`src/hdl/tcc_defines.vh`:
```
// constants for the four-channel timer capture/compare block
// assumes an apb slave with 32-bit data; register index times four is the byte address
`ifndef TCC_DEFINES_VH
`define TCC_DEFINES_VH

// register indices (byte address = index * 4)
`define TCC_IDX_TSC 10'h040
`define TCC_IDX_CNT 10'h041
`define TCC_IDX_MOD 10'h043
`define TCC_IDX_CH_BASE 10'h045
`define TCC_CH_STRIDE 3
`define TCC_VH_OFS 1
`define TCC_VL_OFS 2

// channel control/status bit positions
`define TCC_B_FLAG 7
`define TCC_B_IE 6
`define TCC_B_MSB 5
`define TCC_B_MSA 4
`define TCC_B_ELSB 3
`define TCC_B_ELSA 2
`define TCC_B_TOV 1
`define TCC_B_MAX 0

// timer status/control bit positions
`define TCC_B_WRAP 7
`define TCC_B_HALT 5
`define TCC_B_CLR 4

// reset values
`define TCC_RST_MOD 16'hffff
`define TCC_RST_HALT 1'b1
`define TCC_CNT_ZERO 16'h0000
`define TCC_ONE16 16'h0001

// edge/level field encodings
`define TCC_ELS_OFF 2'b00
`define TCC_ELS_TOG 2'b01
`define TCC_ELS_CLR 2'b10
`define TCC_ELS_SET 2'b11

`endif

```
`src/hdl/tcc_top.v`:
```
// four-channel timer capture/compare block with apb register access
// assumes channel pins are synchronous to core_clk; pads resolve pin level from oe_n
//
// Summary of operation
// RULE1: input capture sets channel flag on the selected pin edge
// RULE2: output compare sets channel flag when counter equals compare value
// RULE3: flag clears by reading control with flag set, then writing zero
// RULE4: an event between that read and write keeps the flag set
// RULE5: writing one to the flag does nothing; reset clears it
// RULE6: interrupt request only while the channel enable bit is one
// RULE7: buffered-mode bit exists only on channels 0 and 2
// RULE8: buffered mode on even channel disables next odd channel and its pin
// RULE9: nonzero edge field: mode bit one means compare, zero means capture
// RULE10: zero edge field frees the pin; mode bit picks preset level
// RULE11: capture edge field: 01 rising, 10 falling, 11 either
// RULE12: compare edge field: 01 toggle, 10 clear, 11 set
// RULE13: buffered bit forces buffered compare whatever the mode bit
// RULE14: software halts and clears counter before changing channel mode
// RULE15: pin must be stable two clocks before capture is enabled
// RULE16: toggle-on-overflow toggles pin at overflow in compare mode only
// RULE17: overflow action wins over a same-cycle compare when toggling
// RULE18: full-duty bit with toggle off forces 100% pwm output
// RULE19: full-duty changes take effect from the next pwm period
// RULE20: software clears the counter before writing new modulo
// RULE21: reset clears edge and mode bits, pins start disconnected
// RULE22: reading value high byte blocks capture until low byte read
// RULE23: overflow is signalled when counter wraps after modulo value
// RULE24: counter clear zeroes counter only and always reads zero
// RULE25: buffered compare alternates even and odd values at each overflow
`include "tcc_defines.vh"

module tcc_top
#(
	parameter ADDR_WIDTH = 12,
	parameter CNT_WIDTH = 16,
	parameter NUM_CH = 4
)
(
	input wire core_clk,
	input wire reset_n,
	input wire psel,
	input wire penable,
	input wire pwrite,
	input wire [ADDR_WIDTH-1:0] paddr,
	input wire [31:0] pwdata,
	output wire [31:0] prdata,
	output wire pready,
	output wire pslverr,
	input wire [NUM_CH-1:0] channel_pin_in,
	output wire [NUM_CH-1:0] channel_pin_out,
	output wire [NUM_CH-1:0] channel_pin_oe_n,
	output wire [NUM_CH-1:0] channel_irq
);
	reg [31:0] prdata_ff;
	reg pready_ff;
	reg pslverr_ff;
	reg halt_ff;
	reg clr_ff;
	reg wrap_flag_ff;
	reg wrap_arm_ff;
	reg [CNT_WIDTH-1:0] mod_ff;
	wire [CNT_WIDTH-1:0] count;
	wire cnt_step;
	wire cnt_wrap;
	wire [9:0] widx;
	wire bus_wr;
	wire bus_rd;
	wire [8*NUM_CH-1:0] ctrl_all;
	wire [CNT_WIDTH*NUM_CH-1:0] val_all;
	wire [NUM_CH-1:0] msb_all;
	wire [NUM_CH-1:0] pin_out_all;
	wire [NUM_CH-1:0] oe_n_all;
	wire [NUM_CH-1:0] irq_all;
	reg [31:0] rd_data;
	reg rd_hit;
	integer k;

	// apb access phase; writes and read side effects happen only here
	assign widx = paddr[11:2];
	assign bus_wr = psel & penable & pready_ff & pwrite;
	assign bus_rd = psel & penable & pready_ff & ~pwrite;

	assign prdata = prdata_ff;
	assign pready = pready_ff;
	assign pslverr = pslverr_ff;
	assign channel_pin_out = pin_out_all;
	assign channel_pin_oe_n = oe_n_all;
	assign channel_irq = irq_all;

	tcc_counter #(
		.WIDTH(CNT_WIDTH)
	) u_counter (
		.core_clk(core_clk),
		.reset_n(reset_n),
		.halt(halt_ff),
		.clear(clr_ff),
		.modulo(mod_ff),
		.count_ff(count),
		.step_ff(cnt_step),
		.wrap_ff(cnt_wrap)
	);

	// timer status/control, modulo and the wrap flag
	always @(posedge core_clk or negedge reset_n)
	begin
		if (!reset_n)
		begin
			halt_ff <= `TCC_RST_HALT;
			clr_ff <= 1'b0;
			mod_ff <= `TCC_RST_MOD;
			wrap_flag_ff <= 1'b0;
			wrap_arm_ff <= 1'b0;
		end
		else
		begin
			// RULE24 clear is a one-cycle pulse
			clr_ff <= bus_wr && widx == `TCC_IDX_TSC && pwdata[`TCC_B_CLR];
			if (bus_wr && widx == `TCC_IDX_TSC)
				halt_ff <= pwdata[`TCC_B_HALT];
			if (bus_wr && widx == `TCC_IDX_MOD)
				mod_ff <= pwdata[CNT_WIDTH-1:0];
			// read-then-zero clearing like the channel flags, but a write does not disarm it, only a wrap; a new wrap wins
			if (cnt_wrap)
				wrap_arm_ff <= 1'b0;
			else if (bus_rd && widx == `TCC_IDX_TSC && wrap_flag_ff)
				wrap_arm_ff <= 1'b1;
			wrap_flag_ff <= cnt_wrap | (wrap_flag_ff & ~(bus_wr && widx == `TCC_IDX_TSC
				&& !pwdata[`TCC_B_WRAP] && wrap_arm_ff));
		end
	end

	genvar i;
	generate
		for (i = 0; i < NUM_CH; i = i + 1)
		begin : g_ch
			localparam integer CI = `TCC_IDX_CH_BASE + `TCC_CH_STRIDE * i;
			localparam integer VH = CI + `TCC_VH_OFS;
			localparam integer VL = CI + `TCC_VL_OFS;
			reg flag_ff;
			reg arm_ff;
			reg ie_ff;
			reg msa_ff;
			reg [1:0] els_ff;
			reg tov_ff;
			reg max_ff;
			reg max_eff_ff;
			reg sel_ff;
			reg cap_block_ff;
			reg cmp_inhibit_ff;
			reg [CNT_WIDTH-1:0] val_ff;
			reg out_ff;
			reg oe_n_ff;
			reg irq_ff;
			wire msb;
			wire dis;
			wire rise;
			wire fall;
			wire conn;
			wire ic_mode;
			wire oc_mode;
			wire edge_hit;
			wire cap_ev;
			wire cmp_ev;
			wire evt;
			wire wr_ctrl;
			wire [CNT_WIDTH-1:0] cmp_val;
			wire full_lvl;

			// RULE7 buffered bit only on even channels
			if (i % 2 == 0 && i + 1 < NUM_CH)
			begin : g_msb
				reg msb_ff;
				always @(posedge core_clk or negedge reset_n)
				begin
					if (!reset_n)
						msb_ff <= 1'b0;
					else if (bus_wr && widx == CI[9:0])
						msb_ff <= pwdata[`TCC_B_MSB];
				end
				assign msb = msb_ff;
				// RULE25 compare source alternates with the odd partner
				assign cmp_val = (msb_ff && sel_ff) ? val_all[CNT_WIDTH*(i+1) +: CNT_WIDTH]
					: val_ff;
			end
			else
			begin : g_nomsb
				assign msb = 1'b0;
				assign cmp_val = val_ff;
			end

			// RULE8 odd channel is switched off by its even partner
			if (i % 2 == 1)
			begin : g_dis
				assign dis = msb_all[i-1];
			end
			else
			begin : g_nodis
				assign dis = 1'b0;
			end

			tcc_edge_detect u_edge (
				.core_clk(core_clk),
				.reset_n(reset_n),
				.pin(channel_pin_in[i]),
				.rise(rise),
				.fall(fall)
			);

			// RULE9 mode from edge field and mode bit
			assign conn = (els_ff != `TCC_ELS_OFF) && !dis;
			// RULE13 buffered bit overrides the mode bit
			assign oc_mode = conn && (msb || msa_ff);
			assign ic_mode = conn && !msb && !msa_ff;
			// RULE11 capture edge selection
			assign edge_hit = (els_ff[0] & rise) | (els_ff[1] & fall);
			// RULE1 capture event, RULE22 blocked while high byte pending
			assign cap_ev = ic_mode && edge_hit && !cap_block_ff;
			// RULE2 compare event on a freshly entered count value
			assign cmp_ev = oc_mode && cnt_step && count == cmp_val && !cmp_inhibit_ff;
			assign evt = cap_ev | cmp_ev;
			assign wr_ctrl = bus_wr && widx == CI[9:0] && !dis;
			// full duty level: high unless the action on compare is set
			assign full_lvl = (els_ff != `TCC_ELS_SET);

			// control bits; a disabled channel ignores control writes
			always @(posedge core_clk or negedge reset_n)
			begin
				if (!reset_n)
				begin
					// RULE21 channels start disconnected
					ie_ff <= 1'b0;
					msa_ff <= 1'b0;
					els_ff <= `TCC_ELS_OFF;
					tov_ff <= 1'b0;
					max_ff <= 1'b0;
				end
				else if (wr_ctrl)
				begin
					// RULE6 enable bit
					ie_ff <= pwdata[`TCC_B_IE];
					msa_ff <= pwdata[`TCC_B_MSA];
					els_ff <= {pwdata[`TCC_B_ELSB], pwdata[`TCC_B_ELSA]};
					tov_ff <= pwdata[`TCC_B_TOV];
					max_ff <= pwdata[`TCC_B_MAX];
				end
			end

			// event flag with read-then-write-zero clearing
			always @(posedge core_clk or negedge reset_n)
			begin
				if (!reset_n)
				begin
					flag_ff <= 1'b0;
					arm_ff <= 1'b0;
				end
				else
				begin
					// RULE4 a new event cancels a pending clear
					if (evt)
						arm_ff <= 1'b0;
					else if (bus_rd && widx == CI[9:0] && flag_ff)
						arm_ff <= 1'b1;
					else if (wr_ctrl)
						arm_ff <= 1'b0;
					// RULE3 clear only when armed; RULE5 writing one is ignored
					flag_ff <= evt | (flag_ff & ~(wr_ctrl && !pwdata[`TCC_B_FLAG] && arm_ff));
				end
			end

			// value register: captures, byte writes and the high/low byte locks
			always @(posedge core_clk or negedge reset_n)
			begin
				if (!reset_n)
				begin
					val_ff <= `TCC_CNT_ZERO;
					cap_block_ff <= 1'b0;
					cmp_inhibit_ff <= 1'b0;
				end
				else
				begin
					if (cap_ev)
						val_ff <= count;
					else if (bus_wr && widx == VH[9:0])
						val_ff[15:8] <= pwdata[7:0];
					else if (bus_wr && widx == VL[9:0])
						val_ff[7:0] <= pwdata[7:0];
					// RULE22 high read blocks capture until low read
					if (bus_rd && widx == VH[9:0] && ic_mode)
						cap_block_ff <= 1'b1;
					else if (bus_rd && widx == VL[9:0])
						cap_block_ff <= 1'b0;
					// a half-written compare value never matches
					if (bus_wr && widx == VH[9:0])
						cmp_inhibit_ff <= 1'b1;
					else if (bus_wr && widx == VL[9:0])
						cmp_inhibit_ff <= 1'b0;
				end
			end

			// period-boundary state: full duty latch and buffer select
			always @(posedge core_clk or negedge reset_n)
			begin
				if (!reset_n)
				begin
					max_eff_ff <= 1'b0;
					sel_ff <= 1'b0;
				end
				else if (cnt_wrap)
				begin
					// RULE19 full duty sampled once per period
					max_eff_ff <= max_ff;
					// RULE25 swap at overflow
					sel_ff <= msb & ~sel_ff;
				end
			end

			// pin output and interrupt request
			always @(posedge core_clk or negedge reset_n)
			begin
				if (!reset_n)
				begin
					out_ff <= 1'b1;
					oe_n_ff <= 1'b1;
					irq_ff <= 1'b0;
				end
				else
				begin
					// RULE6 request only while enabled
					irq_ff <= flag_ff & ie_ff;
					// RULE8 RULE10 pin left to port control unless comparing
					oe_n_ff <= ~oc_mode;
					if (!conn)
						// RULE10 preset level: mode bit one gives low
						out_ff <= ~msa_ff;
					else if (oc_mode)
					begin
						// RULE16 RULE17 overflow toggle wins over compare
						if (cnt_wrap && tov_ff)
							out_ff <= ~out_ff;
						// RULE18 forced full duty
						else if (max_eff_ff && !tov_ff)
							out_ff <= full_lvl;
						else if (cmp_ev)
						begin
							// RULE12 compare action
							case (els_ff)
								`TCC_ELS_TOG: out_ff <= ~out_ff;
								`TCC_ELS_CLR: out_ff <= 1'b0;
								`TCC_ELS_SET: out_ff <= 1'b1;
								default: out_ff <= out_ff;
							endcase
						end
					end
				end
			end

			assign ctrl_all[8*i +: 8] = dis ? 8'h00 :
				{flag_ff, ie_ff, msb, msa_ff, els_ff, tov_ff, max_ff};
			assign val_all[CNT_WIDTH*i +: CNT_WIDTH] = val_ff;
			assign msb_all[i] = msb;
			assign pin_out_all[i] = out_ff;
			assign oe_n_all[i] = oe_n_ff;
			assign irq_all[i] = irq_ff;
		end
	endgenerate

	// read mux; unmapped addresses answer zero with an error
	always @*
	begin
		rd_data = 32'h0000_0000;
		rd_hit = 1'b0;
		if (widx == `TCC_IDX_TSC)
		begin
			rd_hit = 1'b1;
			// RULE24 clear bit reads zero
			rd_data[`TCC_B_WRAP] = wrap_flag_ff;
			rd_data[`TCC_B_HALT] = halt_ff;
		end
		else if (widx == `TCC_IDX_CNT)
		begin
			rd_hit = 1'b1;
			rd_data[CNT_WIDTH-1:0] = count;
		end
		else if (widx == `TCC_IDX_MOD)
		begin
			rd_hit = 1'b1;
			rd_data[CNT_WIDTH-1:0] = mod_ff;
		end
		for (k = 0; k < NUM_CH; k = k + 1)
		begin
			if (widx == `TCC_IDX_CH_BASE + `TCC_CH_STRIDE * k)
			begin
				rd_hit = 1'b1;
				rd_data[7:0] = ctrl_all[8*k +: 8];
			end
			if (widx == `TCC_IDX_CH_BASE + `TCC_CH_STRIDE * k + `TCC_VH_OFS)
			begin
				rd_hit = 1'b1;
				rd_data[7:0] = val_all[CNT_WIDTH*k + 8 +: 8];
			end
			if (widx == `TCC_IDX_CH_BASE + `TCC_CH_STRIDE * k + `TCC_VL_OFS)
			begin
				rd_hit = 1'b1;
				rd_data[7:0] = val_all[CNT_WIDTH*k +: 8];
			end
		end
	end

	// apb answer: data and error latched in the setup cycle, ready held high
	always @(posedge core_clk or negedge reset_n)
	begin
		if (!reset_n)
		begin
			prdata_ff <= 32'h0000_0000;
			pready_ff <= 1'b0;
			pslverr_ff <= 1'b0;
		end
		else
		begin
			pready_ff <= 1'b1;
			if (psel && !penable)
			begin
				prdata_ff <= pwrite ? 32'h0000_0000 : rd_data;
				pslverr_ff <= ~rd_hit;
			end
		end
	end
endmodule

```
`src/hdl/tcc_edge_detect.v`:
```
// edge detector for one channel pin
// assumes the pin is already synchronous to core_clk
module tcc_edge_detect
(
	input wire core_clk,
	input wire reset_n,
	input wire pin,
	output wire rise,
	output wire fall
);
	reg prev_ff;

	// previous level is tracked always, so a pin held stable before capture is enabled
	// RULE15 stable pin gives no false edge
	always @(posedge core_clk or negedge reset_n)
	begin
		if (!reset_n)
			prev_ff <= 1'b0;
		else
			prev_ff <= pin;
	end

	assign rise = pin & ~prev_ff;
	assign fall = ~pin & prev_ff;
endmodule

```
`src/hdl/tcc_counter.v`:
```
// shared 16-bit modulo up-counter with halt and clear
// assumes clear is a one-cycle pulse; prescaling is done elsewhere
module tcc_counter
#(
	parameter WIDTH = 16
)
(
	input wire core_clk,
	input wire reset_n,
	input wire halt,
	input wire clear,
	input wire [WIDTH-1:0] modulo,
	output reg [WIDTH-1:0] count_ff,
	output reg step_ff,
	output reg wrap_ff
);
	// step_ff marks a freshly entered count value, wrap_ff the return to zero
	always @(posedge core_clk or negedge reset_n)
	begin
		if (!reset_n)
		begin
			count_ff <= {WIDTH{1'b0}};
			step_ff <= 1'b0;
			wrap_ff <= 1'b0;
		end
		else if (clear)
		begin
			// RULE24 clear zeroes the counter only
			count_ff <= {WIDTH{1'b0}};
			step_ff <= 1'b1;
			wrap_ff <= 1'b0;
		end
		else if (!halt)
		begin
			step_ff <= 1'b1;
			// RULE23 wrap after modulo
			if (count_ff == modulo)
			begin
				count_ff <= {WIDTH{1'b0}};
				wrap_ff <= 1'b1;
			end
			else
			begin
				count_ff <= count_ff + {{(WIDTH-1){1'b0}}, 1'b1};
				wrap_ff <= 1'b0;
			end
		end
		else
		begin
			step_ff <= 1'b0;
			wrap_ff <= 1'b0;
		end
	end
endmodule

```
`config.mk`:
```
export PLATFORM = sky130hd
export DESIGN_NAME = tcc_top
export DESIGN_NICKNAME = d
export VERILOG_FILES = /design/src/hdl/tcc_top.v /design/src/hdl/tcc_edge_detect.v /design/src/hdl/tcc_counter.v
export VERILOG_INCLUDE_DIRS = /design/src /design/src/hdl
export SDC_FILE = /design/constraint.sdc
export NUM_CORES = 1
export LEC_CHECK = 0
export ABC_AREA = 1
export BUFFER_PORTS_ARGS = -buffer_cell sky130_fd_sc_hd__buf_4
export CAP_MARGIN = 30
export CORE_MARGIN = 5
export CORE_UTILIZATION = 41
export CTS_BUF_LIST = sky130_fd_sc_hd__clkbuf_4 sky130_fd_sc_hd__clkbuf_8
export CTS_CLUSTER_SIZE = 30
export DETAILED_ROUTE_END_ITERATION = 8
export HOLD_SLACK_MARGIN = 0.08
export REMOVE_ABC_BUFFERS = 1
export SLEW_MARGIN = 30
export SYNTH_ARGS = -nofsm -noshare
export SYNTH_HDL_FRONTEND = slang
export SYNTH_SLANG_ARGS = --single-unit
```
`constraint.sdc`:
```
create_clock -name core_clk -period 4.3 [get_ports core_clk]
set_input_delay 0.645 -clock core_clk [delete_from_list [all_inputs] [get_ports core_clk]]
set_output_delay 0.645 -clock core_clk [all_outputs]
set_load 0.05 [all_outputs]
```
==> impl_table.tex <==
\begin{tabular}{lr}
\hline
Metric & Value \\
\hline
\multicolumn{2}{l}{\textbf{Status}} \\
\quad Result of the run & finished clean \\
\multicolumn{2}{l}{\textbf{Setup path}} \\
\quad Critical path cell sequence & inv\_2, nand3\_1, nor2\_1, nand2\_1, clkinv\_1, nor2\_2, nand2\_1, o211ai\_1 \\
\quad Worst flop-to-flop path startpoint & g\_ch[2].g\_msb.msb\_ff \\
\quad Family with the most delay on the worst path & simple AND/OR/NAND/NOR gates \\
\quad Startpoint type of the worst setup path & flop \\
\quad Crit Path Category & flop to flop \\
\quad Count of buffering cells on the critical path with inverters included & 2 \\
\quad Worst reg2reg path depth & 8 \\
\quad Delay contributed by the slowest stage of the critical path & 0.56 ns \\
\quad Crit path DAT & 3.23 ns \\
\quad Minimum setup slack among reg-to-reg paths & 1.47 ns \\
\quad Crit path capture type & flop \\
\quad Highest-delay cell along the critical path & sky130\_fd\_sc\_hd\_\_dfrtp\_1 \\
\quad Largest driver fanout on the critical path & 19 \\
\quad Worst reg2reg endpoint & g\_ch[2].val\_ff[14] \\
\quad Most Frequent Cell on Critical Path & sky130\_fd\_sc\_hd\_\_nand2\_1 \\
\quad Crit path required time & 4.69 ns \\
\multicolumn{2}{l}{\textbf{Synth}} \\
\quad Number of enable-type register cells in the synthesized netlist & 0 \\
\quad Leading area contributor after synthesis & sky130\_fd\_sc\_hd\_\_dfrtp\_1 \\
\quad Most instantiated library cell after synthesis & sky130\_fd\_sc\_hd\_\_nand2\_1 \\
\quad Cell types with the largest area share after synthesis & sky130\_fd\_sc\_hd\_\_dfrtp\_1, sky130\_fd\_sc\_hd\_\_nand2\_1, sky130\_fd\_sc\_hd\_\_dfstp\_2 \\
\quad Fraction of synthesized cell area taken by the top area cell type & 36.9\% \\
\quad Yosys warning count & 0 \\
\quad Unique cell type count in the Yosys netlist & 49 \\
\quad Count of state elements after synthesis & 184 \\
\quad Cell area after technology mapping & 0.0108 mm² \\
\quad Post-Synthesis Mean Instance Area & 7.50 µm² \\
\quad Cell count after synthesis & 1,439 \\
\quad Sequential cell area fraction in the yosys report & 42.9\% \\
\quad Leading register cell type out of synthesis & sky130\_fd\_sc\_hd\_\_dfrtp\_1 \\
\quad Cell types with the highest counts after synthesis & sky130\_fd\_sc\_hd\_\_nand2\_1, sky130\_fd\_sc\_hd\_\_dfrtp\_1, sky130\_fd\_sc\_hd\_\_nor2\_1 \\
\quad Share of synthesized registers carrying an async set or reset & 100\% \\
\multicolumn{2}{l}{\textbf{Place}} \\
\quad Final Wtd Congestion & 0.962 \\
\quad Post-DP HPWL & 27,900 µm \\
\quad Worst setup slack after placement & 1.25 ns \\
\quad Cell count after placement & 1,792 \\
\quad Number of buffer cells added on primary ports & 64 \\
\multicolumn{2}{l}{\textbf{Final layout}} \\
\quad Proportion of layout cells with a drive suffix above 1 & 12.3\% \\
\quad Finished Layout Cells & 1,824 \\
\quad Fin nets & 1,532 \\
\quad Antenna diode instance count & 0 \\
\quad Layout area overhead & 10.0\% \\
\multicolumn{2}{l}{\textbf{Die}} \\
\quad Area inside the core boundary & 0.0260 mm² \\
\quad I/O Pins & 99 \\
\quad Full die area & 0.0297 mm² \\
\quad Floorplan die height & 172 µm \\
\quad Initial Util & 41.5\% \\
\quad Placement row count & 59 \\
\quad Die Width & 172 µm \\
\multicolumn{2}{l}{\textbf{CTS}} \\
\quad CTS tree & built \\
\quad Worst-path clk slew & 0.10 ns \\
\quad Number of buffers inserted during clock tree synthesis & 17 \\
\quad Post-CTS Resized & 0 \\
\quad Sink Count & 184 \\
\quad Post-CTS setup buffers & 0 \\
\quad Root Buffer Master & sky130\_fd\_sc\_hd\_\_clkbuf\_8 \\
\quad Later-pin clock latency in the skew report & 0.49 ns \\
\quad Cts hold-fix bufs & 0 \\
\quad Maximum buffer depth of the clock tree & 2 \\
\quad \# H-tree levels & 4 \\
\multicolumn{2}{l}{\textbf{STA}} \\
\quad Relative max-transition margin & 41.3\% \\
\quad Worst Clk Skew & 0.0173 ns \\
\quad Worst path setup slack after routing & 1.47 ns \\
\quad Highest clock frequency the design can meet & 353 MHz \\
\quad Summed negative setup slack over all endpoints & 0 ns \\
\quad Final Hold Viols & 0 \\
\quad Final Max Slew Viols & 0 \\
\quad Unrepaired setup endpoints after global routing & false \\
\quad Slew at the pin closest to its max-slew limit & 0.879 ns \\
\quad Final critical-path share of the clock period & 65.9\% \\
\quad Setup Viol. Count Final & 0 \\
\quad Post-layout minimum cycle time & 2.83 ns \\
\multicolumn{2}{l}{\textbf{Global route}} \\
\quad Met2 usage in global routing & 42.0\% \\
\quad Largest net degree at the start of global routing & 108 \\
\quad Global-route track usage on met3 & 4.76\% \\
\quad Global routing usage on met1 & 37.8\% \\
\quad Remaining global-route overflow & 0 \\
\quad Most Used Layer, Global Route & met2 \\
\quad Global-route wire length before repair & 60,200 µm \\
\quad Total global routing track utilization & 27.0\% \\
\quad Initial antenna violation count & 0 \\
\quad Number of global-route vias before repair & 9,929 \\
\multicolumn{2}{l}{\textbf{Flow run}} \\
\quad Max Cap Violations & 0 \\
\multicolumn{2}{l}{\textbf{Routing}} \\
\quad Routed length per placed instance & 21.5 µm \\
\quad Wire length after detailed routing & 39,100 µm \\
\quad Starting DRC count in detailed routing & 1,250 \\
\quad Via count of the routed design & 10,500 \\
\quad Via density per instance & 5.74 \\
\quad Number of detailed-routing iterations run before antenna repair & 5 \\
\quad Remaining antenna violation count after routing & 0 \\
\quad DRC violations left & 0 \\
\multicolumn{2}{l}{\textbf{Power and ir drop}} \\
\quad Leak Pwr & 5.43 nW \\
\quad Cell Pwr Density & 321 mW/mm² \\
\quad Worst vdd ir & 234 µV \\
\multicolumn{2}{l}{\textbf{Hold path}} \\
\quad Hold crit path type & primary input to async pin \\
\hline
\end{tabular}
## flip-flops by register name, indices dropped and copies added (netlist names), 8 cells and up
signal,count
prdata,16
g_ch.cmp_val,32
mod_ff,16
g_ch.val_ff,32
g_ch.els_ff,8
u_counter.count_ff,16
## per-stage QoR
step	hold slack, ns	util (%)	instance area [µm²]	power (mW)
5_1_grt	0.237	45.7	11900	3.95
4_1_cts	0.249	45.7	11900	3.82
2_1_floorplan	0.349	-	10400	2.22
3_3_place_gp	0.435	44.1	11500	2.53
6_report	0.218	45.7	11900	3.81
3_5_place_dp	0.457	44.1	11500	2.54
## report_power, final
part	internal (mW)	switching [mW]
clock network	0.544	0.742
registers	1.77	0.147
logic	0.174	0.431
## worst register-to-register path, cell delays in order, from the launching register on
cell and delay (ns):
sky130_fd_sc_hd__dfrtp_1 0.56, sky130_fd_sc_hd__inv_2 0.19, sky130_fd_sc_hd__nand3_1 0.17, sky130_fd_sc_hd__nor2_1 0.05, sky130_fd_sc_hd__nand2_1 0.55, sky130_fd_sc_hd__clkinv_1 0.54
sky130_fd_sc_hd__nor2_2 0.48, sky130_fd_sc_hd__nand2_1 0.12, sky130_fd_sc_hd__o211ai_1 0.10
## layout by cell type, fill, tap and decap left out, types with 4 or more instances in the layout
cell type,n
sky130_fd_sc_hd__o21ai_0,130
sky130_fd_sc_hd__inv_1,134
sky130_fd_sc_hd__clkinv_1,10
sky130_fd_sc_hd__o211ai_1,28
sky130_fd_sc_hd__xor2_1,27
sky130_fd_sc_hd__o21bai_1,4
sky130_fd_sc_hd__a31oi_1,4
sky130_fd_sc_hd__inv_2,10
sky130_fd_sc_hd__dfrtp_1,159
sky130_fd_sc_hd__buf_4,76
sky130_fd_sc_hd__conb_1,17
sky130_fd_sc_hd__nand4_1,20
sky130_fd_sc_hd__a211oi_1,4
sky130_fd_sc_hd__nor4_1,8
sky130_fd_sc_hd__nor3_1,22
sky130_fd_sc_hd__o221ai_1,24
sky130_fd_sc_hd__inv_8,6
sky130_fd_sc_hd__nand3_1,66
sky130_fd_sc_hd__o22ai_1,31
sky130_fd_sc_hd__a22oi_1,16
sky130_fd_sc_hd__nor2_1,144
sky130_fd_sc_hd__mux2_2,5
sky130_fd_sc_hd__nand2_1,368
sky130_fd_sc_hd__o31ai_1,7
sky130_fd_sc_hd__nor2_2,18
sky130_fd_sc_hd__clkbuf_8,17
sky130_fd_sc_hd__xnor2_1,17
sky130_fd_sc_hd__or2_2,5
sky130_fd_sc_hd__dfstp_2,25
sky130_fd_sc_hd__a21oi_1,45
## metal layers
layer  vias up  routed length (µm)
li1       4815                   -
met1      5072               16400
met2       494               18000
met3        93                3290
met4         0                1490
met5         -                   0
## layout make-up
cell class	instances	area, µm²
fillers	2637	14100
multi-input cells	1041	5220
flip-flops and latches	184	4640
repair buffers	78	606
inverters	154	578
well taps	335	419
clock buffers	17	234
clock inverters	15	185
## how the worst max path moves through the flow
stage / startpoint / cells after the start / endpoint
6_report: g_ch[2].g_msb.msb_ff / 8 / g_ch[2].val_ff[14]
5_1_grt: g_ch[2].g_msb.msb_ff / 8 / g_ch[2].val_ff[10]
4_1_cts: g_ch[2].g_msb.msb_ff / 8 / g_ch[2].val_ff[13]
3_5_place_dp: paddr[9] / 8 / mod_ff[15]
3_3_place_gp: paddr[9] / 8 / mod_ff[9]
2_1_floorplan: paddr[9] / 8 / g_ch[1].flag_ff
## cell families after synthesis
group | after synthesis | share of synthesized area (%)
AND/OR/NAND/NOR | 667 | 26.2
flip-flops | 184 | 42.9
adder cells (fa/ha/maj) | 3 | 0.348
AO/OA/AOI/OAI | 305 | 17.1
XOR/XNOR | 44 | 3.57
buffers and inverters | 229 | 9.25
other | 2 | 0.0696
multiplexers | 5 | 0.522
(Power assumes the default switching activity.)
